## config.mk

```make
export PLATFORM = sky130hd
export DESIGN_NAME = pwd_top
export DESIGN_NICKNAME = d
export VERILOG_FILES = /design/src/pwd_pkg.sv /design/src/pwd_top.sv
export SDC_FILE = /design/constraint.sdc
export NUM_CORES = 1
export LEC_CHECK = 0
export BUFFER_PORTS_ARGS = -buffer_cell sky130_fd_sc_hd__buf_2
export CAP_MARGIN = 0
export CORE_ASPECT_RATIO = 1.5
export CORE_MARGIN = 10
export CORE_UTILIZATION = 48
export DETAILED_ROUTE_END_ITERATION = 8
export GPL_ROUTABILITY_DRIVEN = 0
export PLACE_DENSITY = 0.77
export SLEW_MARGIN = 20
export SYNTH_ARGS = -nofsm -noshare
export SYNTH_HDL_FRONTEND = slang
export SYNTH_SLANG_ARGS = --single-unit
```

## constraint.sdc

```tcl
create_clock -name clk_i -period 2.2 [get_ports clk_i]
set_input_delay 0.44 -clock clk_i [delete_from_list [all_inputs] [get_ports clk_i]]
set_output_delay 0.44 -clock clk_i [all_outputs]
set_load 0.05 [all_outputs]
```

## src/pwd_pkg.sv

```systemverilog
package pwd_pkg;

    // Register indices; byte address is four times the index
    localparam logic [15:0] IDX_CFG       = 16'hf020;
    localparam logic [15:0] IDX_PRESCALER = 16'hf021;
    localparam logic [15:0] IDX_WRAP      = 16'hf022;
    localparam logic [15:0] IDX_COUNTDOWN = 16'hf023;
    localparam logic [15:0] IDX_STATUS    = 16'hf024;

    localparam int ADDR_W    = 18;
    localparam int PRESC_W   = 16;
    localparam int COUNT_W   = 12;

    // Field positions
    localparam int CFG_COUNT_BIT   = 0;
    localparam int CFG_TRIGGER_BIT = 1;
    localparam int STATUS_BIT      = 0;

    // Reset values, then step and zero constants
    localparam logic [PRESC_W-1:0] WRAP_RST      = 16'hffff;
    localparam logic [PRESC_W-1:0] PRESC_RST     = 16'h0000;
    localparam logic [COUNT_W-1:0] COUNTDOWN_RST = 12'hfff;
    localparam logic [PRESC_W-1:0] PRESC_ONE     = 16'h0001;
    localparam logic [COUNT_W-1:0] COUNT_ONE     = 12'h001;
    localparam logic [COUNT_W-1:0] COUNT_ZERO    = 12'h000;

    // Configuration bits
    typedef struct packed {
        logic trigger_en;
        logic count_en;
    } pwd_cfg_type;

    // Classic Wishbone request
    typedef struct packed {
        logic              cyc;
        logic              stb;
        logic              we;
        logic [ADDR_W-1:0] adr;
        logic [31:0]       dat;
        logic [3:0]        sel;
    } pwd_wb_req_type;

endpackage : pwd_pkg

```

## src/pwd_top.sv

```systemverilog
// Operation
// - Prescaler divides oscillator input by wrap value plus one, giving the tick.
// - Wrap value is read/write and resets to 0xffff.
// - 12-bit countdown decrements by one on each prescaler wrap, holding at zero.
// - Countdown reaching zero resets the chip when triggering is enabled.
// - Software write to countdown loads the value counted down from.
// - Read-only status flag goes to one when the watchdog fired a reset.
// - Status flag survives watchdog reset; only power-on reset clears it.
// - Count and trigger enables reset off; each needed for its function.
// - Prescaler increments per oscillator edge, readable, wraps to zero.
`timescale 1ns/1ps
`default_nettype none

module pwd_top (
    input  wire logic                      clk_i,
    input  wire logic                      rst_i,
    input  wire logic                      por_i,
    input  wire logic                      oscillator_input_i,
    input  wire logic                      wb_cyc_i,
    input  wire logic                      wb_stb_i,
    input  wire logic                      wb_we_i,
    input  wire logic [pwd_pkg::ADDR_W-1:0] wb_adr_i,
    input  wire logic [31:0]               wb_dat_i,
    input  wire logic [3:0]                wb_sel_i,
    output logic      [31:0]               wb_dat_o,
    output logic                           wb_ack_o,
    output logic                           chip_reset_o
);

    pwd_pkg::pwd_wb_req_type req;
    pwd_pkg::pwd_cfg_type    cfg;
    pwd_pkg::pwd_cfg_type    next_cfg;
    logic [pwd_pkg::PRESC_W-1:0] presc;
    logic [pwd_pkg::PRESC_W-1:0] next_presc;
    logic [pwd_pkg::PRESC_W-1:0] wrap;
    logic [pwd_pkg::PRESC_W-1:0] next_wrap;
    logic [pwd_pkg::COUNT_W-1:0] countdown;
    logic [pwd_pkg::COUNT_W-1:0] next_countdown;
    logic                        status;
    logic                        next_status;
    logic                        osc_prev;
    logic                        next_chip_reset;
    logic                        next_ack;
    logic [31:0]                 next_rdata;
    logic                        osc_edge;
    logic                        tick;
    logic                        wr_commit;
    logic                        wr_count;
    logic                        fire;

    // Merge write data into a register under the byte lanes
    function automatic logic [31:0] apply_lanes(input logic [31:0] old_v,
                                                input logic [31:0] new_v,
                                                input logic [3:0]  sel);
        logic [31:0] res;
        res = old_v;
        for (int i = 0; i < 4; i++) begin
            if (sel[i]) begin
                res[i*8 +: 8] = new_v[i*8 +: 8];
            end
        end
        return res;
    endfunction : apply_lanes

    // Register index match on the word address
    function automatic logic hit(input logic [pwd_pkg::ADDR_W-1:0] adr,
                                 input logic [15:0]               idx);
        return adr[pwd_pkg::ADDR_W-1:2] == idx;
    endfunction : hit

    assign req = '{cyc: wb_cyc_i, stb: wb_stb_i, we: wb_we_i,
                   adr: wb_adr_i, dat: wb_dat_i, sel: wb_sel_i};

    // Writes land on the edge where the master sees ack
    assign wr_commit = req.cyc & req.stb & req.we & wb_ack_o;
    assign wr_count  = wr_commit & hit(req.adr, pwd_pkg::IDX_COUNTDOWN);

    // Input is synchronous, so a plain edge detect is safe
    assign osc_edge = oscillator_input_i & ~osc_prev;
    assign tick     = osc_edge & cfg.count_en & (presc == wrap);
    // A kick in the same cycle wins, so a late rewrite still saves the chip
    assign fire = tick & cfg.trigger_en & ~wr_count
                & (countdown == pwd_pkg::COUNT_ONE);

    // Bus answer: one wait state, ack dropped after one cycle
    always_comb begin
        next_ack   = req.cyc & req.stb & ~wb_ack_o;
        next_rdata = 32'h0000_0000; // Unmapped words read zero
        if (hit(req.adr, pwd_pkg::IDX_CFG)) begin
            next_rdata[pwd_pkg::CFG_COUNT_BIT]   = cfg.count_en;
            next_rdata[pwd_pkg::CFG_TRIGGER_BIT] = cfg.trigger_en;
        end else if (hit(req.adr, pwd_pkg::IDX_PRESCALER)) begin
            next_rdata[pwd_pkg::PRESC_W-1:0] = presc;
        end else if (hit(req.adr, pwd_pkg::IDX_WRAP)) begin
            next_rdata[pwd_pkg::PRESC_W-1:0] = wrap;
        end else if (hit(req.adr, pwd_pkg::IDX_COUNTDOWN)) begin
            next_rdata[pwd_pkg::COUNT_W-1:0] = countdown;
        end else if (hit(req.adr, pwd_pkg::IDX_STATUS)) begin
            next_rdata[pwd_pkg::STATUS_BIT] = status;
        end
    end

    always_ff @(posedge clk_i) begin
        if (rst_i || por_i) begin
            wb_ack_o <= 1'b0;
            wb_dat_o <= 32'h0000_0000;
        end else begin
            wb_ack_o <= next_ack;
            wb_dat_o <= next_rdata;
        end
    end

    // Timer state and software writes
    always_comb begin
        logic [31:0] merged;
        merged          = 32'h0000_0000;
        next_cfg        = cfg;
        next_presc      = presc;
        next_wrap       = wrap;
        next_countdown  = countdown;
        next_status     = status | fire;
        next_chip_reset = fire;
        if (osc_edge && cfg.count_en) begin
            if (presc == wrap) begin
                next_presc = pwd_pkg::PRESC_RST;
                if (countdown != pwd_pkg::COUNT_ZERO) begin
                    next_countdown = countdown - pwd_pkg::COUNT_ONE;
                end
            end else begin
                next_presc = presc + pwd_pkg::PRESC_ONE;
            end
        end
        if (wr_commit) begin
            if (hit(req.adr, pwd_pkg::IDX_CFG)) begin
                merged = apply_lanes({30'h0000_0000, cfg.trigger_en,
                                      cfg.count_en}, req.dat, req.sel);
                next_cfg.count_en   = merged[pwd_pkg::CFG_COUNT_BIT];
                next_cfg.trigger_en = merged[pwd_pkg::CFG_TRIGGER_BIT];
            end else if (hit(req.adr, pwd_pkg::IDX_WRAP)) begin
                merged = apply_lanes({16'h0000, wrap}, req.dat, req.sel);
                next_wrap = merged[pwd_pkg::PRESC_W-1:0];
            end else if (hit(req.adr, pwd_pkg::IDX_COUNTDOWN)) begin
                merged = apply_lanes({20'h00000, countdown}, req.dat,
                                     req.sel);
                next_countdown = merged[pwd_pkg::COUNT_W-1:0];
            end
        end
    end

    // Status sits outside the chip reset so the cause survives it
    always_ff @(posedge clk_i) begin
        if (rst_i || por_i) begin
            cfg          <= '0;
            presc        <= pwd_pkg::PRESC_RST;
            wrap         <= pwd_pkg::WRAP_RST;
            countdown    <= pwd_pkg::COUNTDOWN_RST;
            osc_prev     <= 1'b0;
            chip_reset_o <= 1'b0;
        end else begin
            cfg          <= next_cfg;
            presc        <= next_presc;
            wrap         <= next_wrap;
            countdown    <= next_countdown;
            osc_prev     <= oscillator_input_i;
            chip_reset_o <= next_chip_reset;
        end
        if (por_i) begin
            status <= 1'b0;
        end else if (!rst_i) begin
            status <= next_status;
        end
    end

    // Bus and timer checks, all sampled on the system clock

    a_wrap_after_reset: assert property (@(posedge clk_i)
        disable iff (rst_i || por_i)
        $past(rst_i) |-> wrap == pwd_pkg::WRAP_RST)
        else $error("Wrap value not at reset value");

    // A forgotten enable must not leave the watchdog armed after reset
    a_enables_off_reset: assert property (@(posedge clk_i)
        disable iff (rst_i || por_i)
        $past(rst_i) |-> !cfg.count_en && !cfg.trigger_en)
        else $error("Enables not off after reset");

    // One step per enabled oscillator edge below the wrap value
    a_presc_counts_up: assert property (@(posedge clk_i)
        disable iff (rst_i || por_i)
        osc_edge && cfg.count_en && presc != wrap
        |=> presc == $past(presc) + pwd_pkg::PRESC_ONE)
        else $error("Prescaler did not advance");

    // Wrap restarts the divider so the period is wrap plus one
    a_presc_wraps_zero: assert property (@(posedge clk_i)
        disable iff (rst_i || por_i)
        tick |=> presc == pwd_pkg::PRESC_RST)
        else $error("Prescaler did not wrap to zero");

    // Each divider wrap takes exactly one off a nonzero countdown
    a_count_decrements: assert property (@(posedge clk_i)
        disable iff (rst_i || por_i)
        tick && !wr_count && countdown != pwd_pkg::COUNT_ZERO
        |=> countdown == $past(countdown) - pwd_pkg::COUNT_ONE)
        else $error("Countdown did not decrement on wrap");

    // A full-lane write lands the new timeout as written
    a_count_loads: assert property (@(posedge clk_i)
        disable iff (rst_i || por_i)
        wr_count && req.sel[1:0] == 2'h3
        |=> countdown == $past(req.dat[pwd_pkg::COUNT_W-1:0]))
        else $error("Countdown write not loaded");

    // A spurious pulse would reset the whole chip, so demand its cause
    a_fire_has_cause: assert property (@(posedge clk_i)
        disable iff (rst_i || por_i)
        chip_reset_o |-> $past(cfg.trigger_en) && $past(tick)
            && $past(countdown) == pwd_pkg::COUNT_ONE
            && countdown == pwd_pkg::COUNT_ZERO)
        else $error("Chip reset without expiry");

    // The cause must be visible to software after the restart
    a_fire_sets_status: assert property (@(posedge clk_i)
        disable iff (rst_i || por_i)
        chip_reset_o |-> status ##1 status)
        else $error("Status not set by firing");

    // Chip reset must not wipe the record of why it happened
    a_status_survives: assert property (@(posedge clk_i)
        disable iff (por_i)
        status |=> status)
        else $error("Status cleared without power-on reset");

    // Debug freeze: a stopped timer neither moves nor fires
    a_hold_disabled: assert property (@(posedge clk_i)
        disable iff (rst_i || por_i)
        !cfg.count_en && !wr_commit
        |=> $stable(presc) && $stable(countdown) && !chip_reset_o)
        else $error("Timer moved while count disabled");

    // A held ack would commit a write twice
    a_ack_one_cycle: assert property (@(posedge clk_i)
        disable iff (rst_i || por_i)
        wb_ack_o |=> !wb_ack_o)
        else $error("Ack held longer than one cycle");

    // Trigger enable gates the reset even when the count expires
    a_fire_needs_trig: assert property (@(posedge clk_i)
        disable iff (rst_i || por_i)
        tick && !cfg.trigger_en |=> !chip_reset_o)
        else $error("Chip reset with trigger disabled");

    // A kick on the expiry edge must win over the firing
    a_kick_wins: assert property (@(posedge clk_i)
        disable iff (rst_i || por_i)
        wr_count |=> !chip_reset_o)
        else $error("Chip reset despite countdown write");

    // Zero is a resting state, so an expired timer never fires again
    a_zero_holds: assert property (@(posedge clk_i)
        disable iff (rst_i || por_i)
        countdown == pwd_pkg::COUNT_ZERO && !wr_count
        |=> countdown == pwd_pkg::COUNT_ZERO && !chip_reset_o)
        else $error("Countdown left zero without a write");

    // One expiry gives one reset pulse
    a_pulse_single: assert property (@(posedge clk_i)
        disable iff (rst_i || por_i)
        chip_reset_o |=> !chip_reset_o)
        else $error("Chip reset pulse longer than one cycle");

    // Wrap only changes under a bus write to it
    a_wrap_write_only: assert property (@(posedge clk_i)
        disable iff (rst_i || por_i)
        !(wr_commit && hit(req.adr, pwd_pkg::IDX_WRAP)) |=> $stable(wrap))
        else $error("Wrap value changed without a write");

    // Enables only change under a bus write
    a_cfg_write_only: assert property (@(posedge clk_i)
        disable iff (rst_i || por_i)
        !wr_commit |=> $stable(cfg))
        else $error("Enables changed without a write");

    // Power-on reset alone clears the fired flag
    a_por_clears: assert property (@(posedge clk_i)
        por_i |=> !status)
        else $error("Status not cleared by power-on reset");

    // Ack only answers a request that was on the bus
    a_ack_has_req: assert property (@(posedge clk_i)
        disable iff (rst_i || por_i)
        wb_ack_o |-> $past(req.cyc && req.stb))
        else $error("Ack without a request");

    // Flag only rises together with the reset pulse
    a_status_cause: assert property (@(posedge clk_i)
        disable iff (rst_i || por_i)
        $rose(status) |-> chip_reset_o)
        else $error("Status set without a chip reset");

    // Prescaler moves only on an enabled oscillator edge
    a_presc_idle: assert property (@(posedge clk_i)
        disable iff (rst_i || por_i)
        !(osc_edge && cfg.count_en) |=> $stable(presc))
        else $error("Prescaler moved without an edge");

    // Countdown moves only on a wrap or a write
    a_count_idle: assert property (@(posedge clk_i)
        disable iff (rst_i || por_i)
        !tick && !wr_count |=> $stable(countdown))
        else $error("Countdown moved without a wrap");

endmodule : pwd_top

`default_nettype wire

```

==> out/results.ini <==
[run_status]
status=complete, no violations

[synthesis]
ys_seq_elements=66
seq_area_frac_synth_pct=36.9
synth_area_per_cell_um2=9.14
synth-edff-count=0
synthArstFlopShare_pct=0
synth_area_um2=3580
syn_inst=392
yosysWarningCount=0
synth.distinct_cells=58
ys.flop_type=dfxtp_1

[worst_setup_path]
cp.arrival_ns=2.34
cp.required_ns=2.44
startpoint_type=flip-flop
end_kind=flip-flop
worstReg2RegStart=presc[2]$_SDFFE_PP0P_
crit_start=presc[2]$_SDFFE_PP0P_
crit_path_max_fanout=16
path_class=reg2reg

[routing]
vias=3199
avgRoutedWirePerCell_um=17.1
vias_per_cell=5.54
wl_mm=9.90
drtIter0Drc=241
first_pass_iters=5
post-route-drc-count=0
ant_nets=0

[finish]
nets=538
final_cells=577
drive_above_1_share_pct=26.2
final_common_cell=dfxtp_1
diodes=0
final_cell_mix=dfxtp_1, buf_2, nor2_1
syn_to_final_growth_pct=19.9

[floorplan]
ios=95
rows=38
die_h_um=126
die-width_um=90.5
coreArea_um2=7270
start_util_pct=49.2
die_area_um2=11400

[place]
io_buffers=58
placed_cells=562
dp_hpwl_mm=7.54

[clock_tree]
clock_sink_count=66
ctsLongestPathBuffers=2
htreeDepth=3
cts_tree=built
numCtsBuffers=9
ctsHoldBuffers=0
cts_root_buffer=clkbuf_8
path_clk_slew_ns=0.07
clk_latency_ns=0.36

[timing]
min_period_over_period_pct=95.5
clock_skew_ns=0.0120
finalSetupViolations=0
max_freq_mhz=476
rsz0062_at_grt=no
relSlewSlack_pct=66.0
worst_slew_pin_slew_ns=0.507
finalMaxSlewViolations=0
period_minus_slack_ns=2.10
finalHoldViolCount=0

[global_route]
antenna_found_initial=0
grt_pass1_vias=3377
gr-total-overflow=0
grt_pass1_wl_mm=15.8
groute.usage.overall_pct=17.1
grt_max_degree=28

[pwr]
p_per_area_nw_per_um2=554
power_w=0.00238
vdd_drop_max_mv=0.338
power.leakage_nw=1.73

[min_path]
hold_path.startpoint=por_i
hold_path.class=in2reg

[flow_run]
drv_cap=0

==> per-layer routing <==
metal  up-vias  wire length [µm]  GRT usage, %
li1       1539                 -             -
met1      1501              3910          17.1
met2       124              4900          29.5
met3        35               649          6.00
met4         0               436          10.6
met5         -                 0             0
==> stage by stage <==
step	setup WS, ns	hold WS (ns)	cell area [µm²]	util [%]	setup TNS, ns
2_1_floorplan	0.0656	0.449	3640	-	0
3_3_place_gp	-0.168	0.425	4100	56.4	-0.636
3_5_place_dp	-0.167	0.437	4100	56.4	-1.05
4_1_cts	0.0895	0.276	4290	58.9	0
5_1_grt	0.0141	0.281	4290	59.0	0
6_report	0.0999	0.288	4290	59.0	0
==> critical path, stage by stage, from the launching register on <==
cell and delay [ns]:
dfxtp_1 0.42, xor2_1 0.19, nor4_4 0.38, nand3b_4 0.19, or2_2 0.40, nand2_2 0.30, nor2_1 0.10
==> power breakdown <==
part           switching (W)  total [W]  internal, W
Clock               0.000456    0.00100     0.000545
Combinational       0.000128   0.000181    0.0000526
Sequential       0.000000491    0.00120      0.00120
==> flip-flops by register name, summed over array words and instances (netlist names) <==
signal and flops:
cfg 2, chip_reset_o 1, countdown 12, osc_prev 1
presc 16, status 1, wb_ack_o 1, wb_dat_o 16
wrap 16
==> synth_stat cells, types with 4 or more instances <==
library cell  number  area, µm²
clkbuf_1           9       33.8
inv_1              4       15.0
ha_1               4       50.1
nor2b_1            4       25.0
a21oi_1            5       25.0
a222oi_1          10        100
mux2i_1           27        270
nor3_1             8       40.0
o21ai_0            4       20.0
nor4_1             7       43.8
nor4_2             4       50.1
a22oi_1           10       75.1
xnor2_1           14        123
nand2_1           40        150
nand4_1            8       50.1
nand3_1           11       55.1
buf_2              4       20.0
xor2_1            23        201
and4_1             4       35.0
buf_4             18        135
nor2_1            47        176
and3_1            11       68.8
dfxtp_1           66       1320
==> cell families (layout without fill, tap and decap cells) <==
kind of cell	after synthesis	in the layout	synth area share [%]
simple gates	181	181	30.0
flops	66	66	36.9
other cells	1	16	0.105
fa+ha+maj	4	4	1.40
buf+inv	35	105	5.69
xor+xnor	37	37	9.05
compound gates	38	38	8.03
mux	30	30	8.80
==> what timing repair did <==
action | in CTS | in global routing
buffers inserted | 0 | 0
gates resized for setup | 0 | 1
setup endpoints to repair | 0 | 16
endpoints found under the hold margin | 0 | 0
==> worst paths after layout <==
kind	to	slack (ns)	cells past startpoint
max	presc[13]$_SDFFE_PP0P_	0.1	6
min	status$_SDFFE_PP0N_	0.29	2
max reg2reg	presc[13]$_SDFFE_PP0P_	0.1	6
min reg2reg	wb_ack_o$_SDFF_PP0_	0.44	1
==> layout make-up <==
class / instances / area [µm²]
Fill cell: 645 / 2980
Timing Repair Buffer: 86 / 526
Sequential cell: 66 / 1320
Clock inverter: 3 / 40.0
Clock buffer: 12 / 145
Multi-Input combinational cell: 306 / 2120
Tap cell: 100 / 125
Inverter: 4 / 15.0
Power figures use the tool's default switching activity.
